==> src/logic/iosq_consts.vh <==
// Constants for the I/O state query command interpreter
`ifndef IOSQ_CONSTS_VH
`define IOSQ_CONSTS_VH
`define IOSQ_CMD_MOD_IN 16'h7010
`define IOSQ_CMD_OUT 16'h7020
`define IOSQ_CMD_TERM 16'h8010
`define IOSQ_CMD_TERM_ALL 16'h8020
`define IOSQ_SUB_CODE 16'h0020
`define IOSQ_RESULT_OK 32'h00000000
`define IOSQ_RESULT_FAIL 32'hFFFFFFFF
`define IOSQ_MOD_COUNT 32'h00000005
`define IOSQ_CLASS_TRIG 32'h00000000
`define IOSQ_CLASS_REQ 32'h00000001
`define IOSQ_CLASS_DATA 32'h00000002
`define IOSQ_DATA_TERMS 32'h00000008
`define IOSQ_CTRL_TERMS 32'h00000002
`define IOSQ_BIT_TRIG0 0
`define IOSQ_BIT_REQ0 1
`define IOSQ_BIT_TRIG1 2
`define IOSQ_BIT_REQ1 3
`endif

==> src/logic/iosq_query.v <==
// I/O state query command interpreter
`timescale 1ns/100ps
// Summary of operation
// - 7010 reports selected module input permission
// - Module input answer: 0 forbidden, 1 allowed
// - 7020 without parameters reports output permission
// - Output answer: 0 forbidden, 1 allowed
// - 8010 returns one chosen terminal state
// - Terminal answer: 1 on, 0 off
// - 8020 returns all non-data terminals packed
// - Bits: trig0, req0, trig1, req1
// - Echo command code and second command word as received
// - Result word zero success, all ones failure
`include "iosq_consts.vh"
module iosq_query (
  input wire sys_clk_in,
  input wire srst_in,
  input wire cmd_valid_in,
  input wire [15:0] cmd_code_in,
  input wire [15:0] cmd_sub_in,
  input wire [31:0] cmd_param0_in,
  input wire [31:0] cmd_param1_in,
  input wire [4:0] mod_input_allowed_in,
  input wire output_allowed_in,
  input wire [1:0] trigger_input_in,
  input wire [1:0] output_request_input_in,
  input wire [7:0] command_data_input_in,
  output reg rsp_valid_out,
  output reg [15:0] rsp_code_out,
  output reg [15:0] rsp_sub_out,
  output reg [31:0] rsp_result_out,
  output reg [31:0] rsp_data_out
);

  reg ok;
  reg [31:0] data;

  // Selected terminal state, with range check
  function [1:0] term_pick;
    input [31:0] cls;
    input [31:0] idx;
    input [1:0] trig;
    input [1:0] req;
    input [7:0] din;
    begin
      term_pick = 2'b00;
      if (cls == `IOSQ_CLASS_TRIG)
      begin
        if (idx < `IOSQ_CTRL_TERMS)
          term_pick = {1'b1, trig[idx[0]]};
      end
      else if (cls == `IOSQ_CLASS_REQ)
      begin
        if (idx < `IOSQ_CTRL_TERMS)
          term_pick = {1'b1, req[idx[0]]};
      end
      else if (cls == `IOSQ_CLASS_DATA)
      begin
        if (idx < `IOSQ_DATA_TERMS)
          term_pick = {1'b1, din[idx[2:0]]};
      end
    end
  endfunction

  wire [1:0] pick;
  wire [1:0] mod_sel;

  // Widen a single answer bit to a data word
  function [31:0] bit_word;
    input b;
    begin
      bit_word = {31'h0, b};
    end
  endfunction

  // Exact match of a command word
  function code_match;
    input [15:0] word;
    input [15:0] code;
    begin
      code_match = (word == code);
    end
  endfunction

  // Result word from the success flag
  function [31:0] result_word;
    input good;
    begin
      if (good)
        result_word = `IOSQ_RESULT_OK;
      else
        result_word = `IOSQ_RESULT_FAIL;
    end
  endfunction

  // Selected module permission, with range check
  function [1:0] mod_pick;
    input [31:0] sel;
    input [4:0] allowed;
    begin
      mod_pick = 2'b00;
      if (sel < `IOSQ_MOD_COUNT)
      begin
        mod_pick = {1'b1, allowed[sel[2:0]]};
      end
    end
  endfunction

  // Non-data terminals packed into one word
  function [31:0] pack_ctrl;
    input [1:0] trig;
    input [1:0] req;
    begin
      pack_ctrl = 32'h00000000;
      pack_ctrl[`IOSQ_BIT_TRIG0] = trig[0];
      pack_ctrl[`IOSQ_BIT_REQ0] = req[0];
      pack_ctrl[`IOSQ_BIT_TRIG1] = trig[1];
      pack_ctrl[`IOSQ_BIT_REQ1] = req[1];
    end
  endfunction

  // Command decode flags
  wire sub_match;
  wire is_mod_in;
  wire is_out;
  wire is_term;
  wire is_term_all;
  wire take;

  assign sub_match = code_match(cmd_sub_in, `IOSQ_SUB_CODE);
  assign is_mod_in = code_match(cmd_code_in, `IOSQ_CMD_MOD_IN);
  assign is_out = code_match(cmd_code_in, `IOSQ_CMD_OUT);
  assign is_term = code_match(cmd_code_in, `IOSQ_CMD_TERM);
  assign is_term_all = code_match(cmd_code_in, `IOSQ_CMD_TERM_ALL);
  assign take = cmd_valid_in;

  // Parameter lookups, each with its own range check
  assign mod_sel = mod_pick(cmd_param0_in, mod_input_allowed_in);
  assign pick = term_pick(cmd_param0_in, cmd_param1_in, trigger_input_in,
    output_request_input_in, command_data_input_in);

  // Success flag for the current command
  always @*
  begin
    ok = 1'b0;
    if (!sub_match)
    begin
      ok = 1'b0;
    end
    else if (is_mod_in)
    begin
      ok = mod_sel[1];
    end
    else if (is_out)
    begin
      ok = 1'b1;
    end
    else if (is_term)
    begin
      ok = pick[1];
    end
    else if (is_term_all)
    begin
      ok = 1'b1;
    end
    else
    begin
      ok = 1'b0;
    end
  end

  // Answer word for the current command, zero when it fails
  always @*
  begin
    data = 32'h00000000;
    if (!sub_match)
    begin
      data = 32'h00000000;
    end
    else if (is_mod_in)
    begin
      data = bit_word(mod_sel[1] & mod_sel[0]);
    end
    else if (is_out)
    begin
      data = bit_word(output_allowed_in);
    end
    else if (is_term)
    begin
      data = bit_word(pick[1] & pick[0]);
    end
    else if (is_term_all)
    begin
      data = pack_ctrl(trigger_input_in, output_request_input_in);
    end
    else
    begin
      data = 32'h00000000;
    end
  end

  // Next response values; echo fields hold between commands
  reg next_valid;
  reg [15:0] next_code;
  reg [15:0] next_sub;
  reg [31:0] next_result;
  reg [31:0] next_data;

  always @*
  begin
    next_valid = take;
    next_code = rsp_code_out;
    next_sub = rsp_sub_out;
    next_result = rsp_result_out;
    next_data = rsp_data_out;
    if (take)
    begin
      next_code = cmd_code_in;
      next_sub = cmd_sub_in;
      next_result = result_word(ok);
      if (ok)
      begin
        next_data = data;
      end
      else
      begin
        next_data = 32'h00000000;
      end
    end
  end

  // Response strobe, one cycle per taken command
  always @(posedge sys_clk_in)
  begin
    if (srst_in)
    begin
      rsp_valid_out <= 1'b0;
    end
    else
    begin
      rsp_valid_out <= next_valid;
    end
  end

  // Echoed command code
  always @(posedge sys_clk_in)
  begin
    if (srst_in)
    begin
      rsp_code_out <= 16'h0000;
    end
    else
    begin
      rsp_code_out <= next_code;
    end
  end

  // Echoed second command word
  always @(posedge sys_clk_in)
  begin
    if (srst_in)
    begin
      rsp_sub_out <= 16'h0000;
    end
    else
    begin
      rsp_sub_out <= next_sub;
    end
  end

  // Execution result word
  always @(posedge sys_clk_in)
  begin
    if (srst_in)
    begin
      rsp_result_out <= 32'h00000000;
    end
    else
    begin
      rsp_result_out <= next_result;
    end
  end

  // Answer data word
  always @(posedge sys_clk_in)
  begin
    if (srst_in)
    begin
      rsp_data_out <= 32'h00000000;
    end
    else
    begin
      rsp_data_out <= next_data;
    end
  end

endmodule // iosq_query

==> config.mk <==
export PLATFORM = sky130hd
export DESIGN_NAME = iosq_query
export DESIGN_NICKNAME = d
export VERILOG_FILES = /design/src/logic/iosq_query.v
export VERILOG_INCLUDE_DIRS = /design/src /design/src/logic
export SDC_FILE = /design/constraint.sdc
export NUM_CORES = 1
export LEC_CHECK = 0
export BUFFER_PORTS_ARGS = -buffer_cell sky130_fd_sc_hd__buf_4
export CELL_PAD_IN_SITES_DETAIL_PLACEMENT = 1
export CELL_PAD_IN_SITES_GLOBAL_PLACEMENT = 1
export CORE_MARGIN = 2
export CORE_UTILIZATION = 26
export CTS_CLUSTER_DIAMETER = 60
export DETAILED_ROUTE_END_ITERATION = 6
export HOLD_SLACK_MARGIN = 0.06
export PLACE_DENSITY_LB_ADDON = 0.05
export REMOVE_ABC_BUFFERS = 1
export SYNTH_ARGS = -nofsm -noshare
export SYNTH_HDL_FRONTEND = slang
export SYNTH_SLANG_ARGS = --single-unit
==> constraint.sdc <==
create_clock -name sys_clk_in -period 4.4 [get_ports sys_clk_in]
set_input_delay 0.44 -clock sys_clk_in [delete_from_list [all_inputs] [get_ports sys_clk_in]]
set_output_delay 0.44 -clock sys_clk_in [all_outputs]
set_load 0.01 [all_outputs]
After elaboration in Yosys (flattened, before gate mapping)
Cells that the tools add are included.
- order comparisons: 6
- equal/unequal tests: 7
- multiplexer cells: 27
- bitwise logic cells: 2
- reduce and logical (&&, ||, !) cells: 1
- operators by type and width (cell ; count):
    $mux 32 ; 6
    $eq 16x15->1 const B ; 2
    $eq 16x16->1 const B ; 2
    $eq 32x1->1 const B ; 1
    $eq 32x2->1 const B ; 1
    $logic_not 32->1 ; 1
    $lt 32x2->1 const B ; 1
    $lt 32x3->1 const B ; 1
    $lt 32x4->1 const B ; 1
    $eq 16x6->1 const B ; 1
    $mux 2 ; 7
    $mux 1 ; 11
    $lt 3x4->1 const B ; 2
    $bmux 1 s3 ; 2
    $mux 4 ; 1
    $and 1x1->1 ; 2
    $lt 1x2->1 const B ; 1
- register bits after elaboration: 97
- input bits: 117
- output and inout bits: 97
- logic and storage cells: 48

Depth between registers and ports, before layout
Gate-level depths: netlist of run 1.
- depth in word-level cells: 12
- mapped depth: 7
- gate-level depth less buffers: 6

Worst setup path before layout of run 1
No wires, ideal clock.
- kind: input port to flip-flop
- from: in cmd_code_in[6]
- to: reg rsp_data_out[0]
- setup time: 60 ps
- arrival: 1943 ps
- required time: 4340 ps
- setup slack: 2397 ps
- stages: 5
- buffers on the path: 0
- cell sequence: or4_4 -> nor4_4 -> nand4_2 -> a2111oi_1 -> a22o_1
- longest elaborated chain between the ends: 7
- elaborated cells between the ends (all ways): 15
- classes of those cells: eq/ne (4); mux (11)
- ends and longest elaborated chain (item ; line ; source):
    from (decl) ; iosq_query.v:19 ; input wire [15:0] cmd_code_in,
    $eq 16x16->1 ; iosq_query.v:81 ; code_match = (word == code);
    $mux 4 or $mux 1 (tied branches) ; iosq_query.v:192, iosq_query.v:162 ;
    $mux 32 or $mux 1 (tied branches) ; iosq_query.v:188, iosq_query.v:158 ;
    $mux 32 or $mux 1 (tied branches) ; iosq_query.v:184, iosq_query.v:154 ;
    $mux 32 or $mux 1 (tied branches) ; iosq_query.v:180, iosq_query.v:150 ;
    $mux 32 or $mux 1 (tied branches) ; iosq_query.v:176, iosq_query.v:146 ;
    $mux 32 (*) ; iosq_query.v:221 ; if (ok)
    to (signal assigned) ; iosq_query.v:293 ; rsp_data_out <= next_data;
    to (decl) ; iosq_query.v:32 ; output reg [31:0] rsp_data_out
Every way passes the cells marked *; elsewhere a longest branch is shown, timed or not.
A chain may end at the register's enable or synchronous reset.

Final worst setup path of run 1
Same ends and word-level chain as after synthesis.

==> results of run 1 <==
layout make-up:
| type | count | area share, % |
|---|---|---|
| inverter | 2 | 0.214 |
| multi-input combinational | 170 | 31.9 |
| clock inverter | 1 | 0.143 |
| sequential | 38 | 21.7 |
| clock buffer | 7 | 2.47 |
| timing repair buffer | 185 | 39.7 |
| tap | 108 | 3.86 |
final timing paths:
path	start	endpoint	slack (ns)
setup / recovery	cmd_code_in[6]	rsp_data_out[0]	2.37
hold / removal	output_request_input_in[0]	rsp_data_out[1]	0.38
setup reg to reg	rsp_result_out[30]	rsp_result_out[30]	3.12
hold reg to reg	rsp_data_out[2]	rsp_data_out[2]	0.49
cell usage in the layout (no fill, tap or decap), types with 2 or more instances in the layout:
master    synthesis  layout
a22o_1            5       5
clkbuf_8          0       6
nor3_1            4       4
buf_4            59     185
o21ai_0           6       6
a21oi_1           4       4
inv_1             2       2
nand2_1           5       5
a31oi_1           2       2
nor2_1           39      39
mux2i_1          35      35
nor4b_1           2       2
dfxtp_1          38      38
nor4_1           16      16
mux4_2            2       2
nand4_1           4       4
or4_4             2       2
conb_1            1      28
report_power, final:
group          switching [mW]  total (mW)  internal (mW)
registers              0.0143       0.377          0.362
logic                  0.0996       0.239          0.139
clock network           0.122       0.248          0.127
total                   0.236       0.864          0.628
kinds of logic after synthesis:
group | count (synthesis)
AOI/OAI and AO/OA | 21
buffers and inverters | 70
DFF | 38
muxes | 38
other | 1
and+or+nand+nor | 83
registers in the layout, summed over array words and instances (netlist names):
signal / cells
rsp_result_out: 1
rsp_code_out: 16
rsp_data_out: 4
rsp_sub_out: 16
rsp_valid_out: 1
metrics by stage:
stage	hold WS, ns	util, %	std cells	total power, mW
2_1_floorplan	0.512	-	210	0.456
3_3_place_gp	0.474	39.7	503	0.623
3_5_place_dp	0.470	39.7	503	0.626
4_1_cts	0.377	40.7	511	0.878
5_1_grt	0.380	40.7	511	0.913
6_report	0.382	40.7	511	0.864
per-layer routing:
| layer | up-vias | GRT usage [%] | share of wire, % | wire length (µm) |
|---|---|---|---|---|
| met5 | - | 0 | 0 | 0 |
| met4 | 0 | 3.21 | 0.82 | 60 |
| met3 | 6 | 3.67 | 8.8 | 642 |
| met2 | 114 | 25.2 | 50 | 3630 |
| met1 | 1027 | 18.0 | 41 | 2960 |
| li1 | 1104 | - | - | - |
worst max-delay path: stages:
cell and delay [ns]:
buf_4 0.11, or4_4 0.54, nor4_4 0.37, nand4_2 0.18, a2111oi_1 0.44, a22o_1 0.18
==> flow_summary.json, run 1 <==
{
  "status": "completed",
  "antenna_cells": 0,
  "area_growth_pct": 54.8,
  "drt_wl_total_um": 7290,
  "cts_tree": "built",
  "drtAntennaViolNets": 0,
  "synth_top_cell_by_area": "dfxtp_1",
  "netlist-cell-type-count": 34,
  "grt_pass1_wl_um": 11300,
  "grt_usage_pct": 14.4,
  "cts_resized": 0,
  "cts_setup_buffers": 0,
  "port_buffers": 185,
  "drt-pass1-iter-count": 4,
  "cts-buffers-inserted": 5,
  "clk_pin_slew_ns": 0.08,
  "p_leak_nw": 1.77,
  "post_drt_wl_per_cell_um": 14.3,
  "r2r_cells": 2,
  "ir_worst_vdd_uv": 158,
  "yosys_most_used_dff": "dfxtp_1",
  "dp_hpwl_um": 5940,
  "critPathRequiredTime_ns": 4.63,
  "synth.cell_area_um2": 2260,
  "antenna_found_initial": 0,
  "slew_headroom_pct": 34.1,
  "holdCritPathClass": "input pin to register",
  "setup_viol": 0,
  "dpl_cell_area_um2": 3410,
  "synth_edf_count": 0,
  "die_x_um": 97.3,
  "regArea_um2": 761,
  "layout.nets": 519,
  "grt_max_degree": 37,
  "hold_path_depth": 2,
  "fillCellCount": 1056,
  "worst-setup-path-type": "input pin to register",
  "cp-start-kind": "input pin",
  "globalplace.congestion": 0.768,
  "post-route-cell-area_um2": 3500,
  "grt_setup_unrepaired": "no",
  "finalHoldViolCount": 0,
  "ys_top_cells_by_area": "dfxtp_1 34%, buf_4 20%, mux2i_1 15%",
  "postSynthAreaPerCell_um2": 9.01,
  "crit_fanout": 5,
  "maxCapViolCount": 0,
  "synthMuxAreaShare_pct": 18.0,
  "cts_max_level": 2,
  "fp.dieArea_um2": 9460,
  "route.vias.total": 2251,
  "netlist_instances": 251,
  "setup_ws_ns": 2.37,
  "worst_slew_pin_slew_ns": 0.988,
  "synth_most_common_cell": "buf_4",
  "yosys_warnings": 0,
  "cts_buffer_depth": 2,
  "synth.cells.most_frequent": "59 x buf_4, 39 x nor2_1, 38 x dfxtp_1, 35 x mux2i_1, 16 x nor4_1",
  "rows": 34,
  "grt_pass1_vias": 2239,
  "die_h_um": 97.3,
  "synthXorXnorAreaFrac_pct": 0,
  "cts_root_buffer": "clkbuf_8",
  "grt-ovfl-total": 0,
  "synth_top_area_share_pct": 33.6,
  "power.density_nw_per_um2": 247,
  "ys_async_sr_fraction_pct": 0,
  "synth-seq-cells": 38,
  "synth_fa_ha_area_share_pct": 0,
  "synth-compound-area-share_pct": 6.20,
  "setup_tns_ns": 0,
  "cp-end-kind": "register",
  "ios": 214,
  "finalCriticalPeriod_ns": 2.03,
  "drtIter0Drc": 46,
  "min_period_over_period_pct": 46.1,
  "drv_slew": 0,
  "cts.sinks": 38,
  "drive_above_1_share_pct": 49.6,
  "vias_per_cell": 4.41,
  "post-place-ws_ns": 2.09,
  "core_area_um2": 8590,
  "cts_hold_buffers": 0,
  "multi_input_area_um2": 1120,
  "max_freq_mhz": 493,
  "synth_top_family_by_area": "buffers and inverters",
  "start_util_pct": 26.3,
  "finalClockSkew_ns": 0,
  "cp.arrival_ns": 2.26,
  "synth-simple-area-share_pct": 20.6,
  "yosysSeqAreaShare_pct": 33.6,
  "drc": 0,
  "clock_latency_ns": 0.28
}
No activity file was read; power rests on OpenSTA's default activity.
==> run 2, diff against run 1 <==
CORE_UTILIZATION = 22   (was 26)
clock period = 1.85 ns   (was 4.4 ns; I/O delays follow)
==> flow_summary.json, run 2 (same netlist as run 1, synthesis figures left out) <==
{
  "status": "completed",
  "cts_hold_buffers": 0,
  "dpl_cell_area_um2": 3540,
  "clock_power_share_pct": 29.0,
  "crit_chain": "buf_4, or4_4, nor4_4, o21ai_0, a2111oi_1, a22o_1",
  "grt_usage_pct": 14.0,
  "die_x_um": 105,
  "drive_above_1_share_pct": 51.2,
  "vias_per_cell": 4.29,
  "drt_wl_total_um": 8090,
  "post-route-cell-area_um2": 3630,
  "finalCriticalPeriod_ns": 1.76,
  "p_seq_share_pct": 42.4,
  "port_buffers": 185,
  "cp-end-kind": "register",
  "layout_common_cells": "198 x buf_4, 39 x nor2_1, 38 x dfxtp_1",
  "drv_slew": 0,
  "power.density_nw_per_um2": 574,
  "cts_root_buffer": "clkbuf_8",
  "route.vias.total": 2370,
  "cp-start-kind": "input pin",
  "utilization_pct": 35.8,
  "clk_pin_slew_ns": 0.07,
  "fillCellCount": 1235,
  "cts_setup_buffers": 0,
  "globalplace.congestion": 0.743,
  "area_growth_pct": 60.7,
  "cts_resized": 0,
  "clock_latency_ns": 0.28,
  "fin_total_pwr_mw": 2.09,
  "worst_slew_pin_slew_ns": 0.610,
  "rows": 37,
  "slew_headroom_pct": 59.3,
  "holdCritPathClass": "input pin to register",
  "finalHoldViolCount": 0,
  "multi_input_area_um2": 1120,
  "cts_buffer_depth": 2,
  "worst-setup-path-type": "input pin to register",
  "grt_pass1_wl_um": 12500,
  "reg_top3": "rsp_code_out (16), rsp_sub_out (16), rsp_data_out (4)",
  "layout.nets": 532,
  "dp.cells": 544,
  "grt-ovfl-total": 0,
  "critPathRequiredTime_ns": 2.08,
  "rrSetupSlack_ns": 0.93,
  "stdcell_count": 552,
  "grt_setup_unrepaired": "no",
  "met2_usage_pct": 24.8,
  "min_period_over_period_pct": 95.2,
  "crit_fanout": 5,
  "grtUsageMet3_pct": 4.76,
  "cts_max_level": 2,
  "intPower_mw": 1.50,
  "met1_usage_pct": 15.8,
  "grt_max_degree": 36,
  "ir_worst_vdd_uv": 305,
  "maxCapViolCount": 0,
  "core_area_um2": 10100,
  "post_drt_wl_per_cell_um": 14.6,
  "critPathTopFamily": "simple AND/OR/NAND/NOR gates",
  "cts-buffers-inserted": 5,
  "grt_pass1_vias": 2453,
  "switchingPower_mw": 0.584,
  "cpPeakStageDelay_ns": 0.55,
  "antenna_found_initial": 0,
  "max_freq_mhz": 568,
  "dp_hpwl_um": 6540,
  "ios": 214,
  "drtAntennaViolNets": 0,
  "die_h_um": 105,
  "layout_commonest_cell": "buf_4",
  "fp.dieArea_um2": 11100,
  "drtIter0Drc": 59,
  "antenna_cells": 0,
  "finalClockSkew_ns": 0,
  "cts.sinks": 38,
  "top_usage_layer": "met2",
  "slowest_stage": "or4_4",
  "drc": 0,
  "p_leak_nw": 1.84,
  "setup_tns_ns": 0,
  "p_sw_share_pct": 28.0,
  "regArea_um2": 761,
  "start_util_pct": 22.3,
  "cp.arrival_ns": 1.99,
  "drt-pass1-iter-count": 4,
  "combPwrFrac_pct": 28.6,
  "setup_viol": 0,
  "cts_tree": "built",
  "cp_num_buf_inv": 1
}
## run 2: cell types whose count changed in the layout (fill, tap and decap cells not counted)
cell | before | now
buf_4 | 185 | 198
## run 2: path summary, 6_finish.rpt
| check | startpoint | endpoint | depth (start not counted) |
|---|---|---|---|
| max | cmd_code_in[6] | rsp_data_out[0] | 6 |
| min | output_request_input_in[1] | rsp_data_out[3] | 2 |
| max reg2reg | rsp_result_out[30] | rsp_result_out[30] | 3 |
| min reg2reg | rsp_data_out[0] | rsp_data_out[0] | 1 |
## run 2: metal layers
| metal | vias up | share of wire (%) |
|---|---|---|
| met3 | 8 | 11 |
| li1 | 1127 | - |
| met1 | 1079 | 40 |
| met4 | 0 | 1.3 |
| met5 | - | 0 |
| met2 | 156 | 47 |
## run 2: cell type report
type / instances / share of cell area, %
clock buffers: 7 / 2.38
inverters: 2 / 0.207
multi-input cells: 170 / 30.8
well taps: 136 / 4.68
flip-flops and latches: 38 / 20.9
clock inverters: 1 / 0.138
repair buffers: 198 / 40.9
## run 2: per-stage QoR
| stage | hold slack, ns | setup WS [ns] |
|---|---|---|
| floorplan | 0.257 | -0.821 |
| global placement | 0.414 | -0.170 |
| detailed placement | 0.413 | -0.230 |
| CTS | 0.111 | 0.0758 |
| global route | 0.113 | 0.0195 |
| finish | 0.120 | 0.0889 |
## run 2: power groups by stage
stage                     clock network (mW)  registers (mW)  logic (mW)
final                                  0.605           0.884       0.597
after global routing                   0.679           0.891       0.648
after CTS                              0.651           0.885       0.605
after detailed placement                   0           0.902       0.604
after global placement                     0           0.902       0.596
after floorplan                            0           0.958       0.127
## run 2: worst reg2reg max path, stage by stage, from the launching register on
cell and delay (ns):
dfxtp_1 0.32, buf_4 0.30, o21bai_1 0.11, a21oi_1 0.13
==> run 3, diff against run 2 <==
CORE_ASPECT_RATIO = 1.75   (was not set)
==> flow_summary.json, run 3 (same netlist as run 1, synthesis figures left out) <==
{
  "status": "completed",
  "maxCapViolCount": 0,
  "globalplace.congestion": 0.744,
  "drv_slew": 0,
  "clk_pin_slew_ns": 0.05,
  "cp.arrival_ns": 1.90,
  "fp.dieArea_um2": 11100,
  "fin_total_pwr_mw": 2.29,
  "grt_setup_unrepaired": "no",
  "start_util_pct": 22.4,
  "r2r_cells": 3,
  "reg_top3": "rsp_code_out (16), rsp_sub_out (16), rsp_data_out (4)",
  "finalClockSkew_ns": 0,
  "power.density_nw_per_um2": 625,
  "multi_input_area_um2": 1120,
  "grt_usage_pct": 14.2,
  "rows": 49,
  "drc": 0,
  "rrSetupSlack_ns": 0.97,
  "drt-pass1-iter-count": 4,
  "vias_per_cell": 4.37,
  "cp-end-kind": "register",
  "route.vias.total": 2362,
  "cts.sinks": 38,
  "core_area_um2": 10100,
  "setup_viol": 0,
  "drt_wl_total_um": 8190,
  "layout.nets": 531,
  "port_buffers": 185,
  "worst-setup-path-type": "input pin to register",
  "drtAntennaViolNets": 0,
  "grt_pass1_wl_um": 12200,
  "stdcell_count": 541,
  "critPathTopFamily": "simple AND/OR/NAND/NOR gates",
  "clock_latency_ns": 0.28,
  "dp_hpwl_um": 6700,
  "layout_common_cells": "197 x buf_4, 39 x nor2_1, 38 x dfxtp_1",
  "dpl_cell_area_um2": 3520,
  "grt_max_degree": 36,
  "dp.cells": 534,
  "setup_tns_ns": 0,
  "crit_chain": "buf_4, or4_4, nor4_4, buf_4, nand4_2, a2111oi_2, a22o_1",
  "switchingPower_mw": 0.595,
  "utilization_pct": 36.2,
  "slowest_stage": "or4_4",
  "finalCriticalPeriod_ns": 1.68,
  "path_depth": 7,
  "grt-ovfl-total": 0,
  "grt_pass1_vias": 2502,
  "cts_max_level": 2,
  "fillCellCount": 1254,
  "post-place-ws_ns": -0.177,
  "slew_headroom_pct": 60.4,
  "die_h_um": 138,
  "combPwrFrac_pct": 25.9,
  "regArea_um2": 761,
  "drtIter0Drc": 24,
  "area_growth_pct": 61.9,
  "max_freq_mhz": 597,
  "antenna_cells": 0,
  "p_seq_share_pct": 38.7,
  "critPathRequiredTime_ns": 2.07,
  "crit_fanout": 5,
  "die_x_um": 80.6,
  "intPower_mw": 1.69,
  "setup_ws_ns": 0.174,
  "drive_above_1_share_pct": 51.0,
  "post_drt_wl_per_cell_um": 15.1,
  "holdCritPathClass": "input pin to register",
  "cts_hold_buffers": 0,
  "p_leak_nw": 1.85,
  "finalHoldViolCount": 0,
  "worst_slew_pin_slew_ns": 0.594,
  "p_sw_share_pct": 26.0,
  "min_period_over_period_pct": 90.6,
  "cts_buffer_depth": 2,
  "cp-start-kind": "input pin",
  "ir_worst_vdd_uv": 392,
  "cts-buffers-inserted": 5,
  "clock_power_share_pct": 35.4,
  "cts_tree": "built",
  "antenna_found_initial": 0,
  "path_common_cell": "buf_4",
  "post-route-cell-area_um2": 3660,
  "cpPeakStageDelay_ns": 0.54,
  "whs_ns": 0.129,
  "layout_commonest_cell": "buf_4",
  "hold_path_depth": 2,
  "ios": 214,
  "cp_num_buf_inv": 2,
  "cts_root_buffer": "clkbuf_16"
}
## run 3: what timing repair did
item | CTS | global route
gates resized for setup | 0 | 1
setup endpoints to repair | 0 | 1
buffers inserted | 0 | 0
## run 3: worst paths after layout
path	end	from
worst max-delay path	rsp_data_out[0]	cmd_code_in[6]
worst min-delay path	rsp_data_out[2]	trigger_input_in[1]
worst max register to register	rsp_result_out[30]	rsp_result_out[30]
worst min register to register	rsp_data_out[0]	rsp_data_out[0]
## run 3: cell type report
type | count | share of cell area [%]
inverters | 2 | 0.205
multi-input cells | 170 | 30.7
well taps | 127 | 4.34
repair buffers | 197 | 40.4
flip-flops and latches | 38 | 20.8
clock buffers | 7 | 3.62
## run 3: layer usage
layer | share of wire, % | vias to the layer above | track usage [%]
met2 | 53 | 154 | 27.3
li1 | - | 1123 | -
met3 | 13 | 6 | 4.96
met5 | 0 | - | 0
met1 | 33 | 1079 | 13.3
met4 | 1.5 | 0 | 5.08
## run 3: power by group through the flow
stage,clock network [mW],registers [mW],logic [mW]
after detailed placement,0,0.904,0.602
after global routing,0.888,0.892,0.644
after floorplan,0,0.958,0.127
after global placement,0,0.903,0.596
final,0.810,0.886,0.592
after CTS,0.860,0.887,0.603
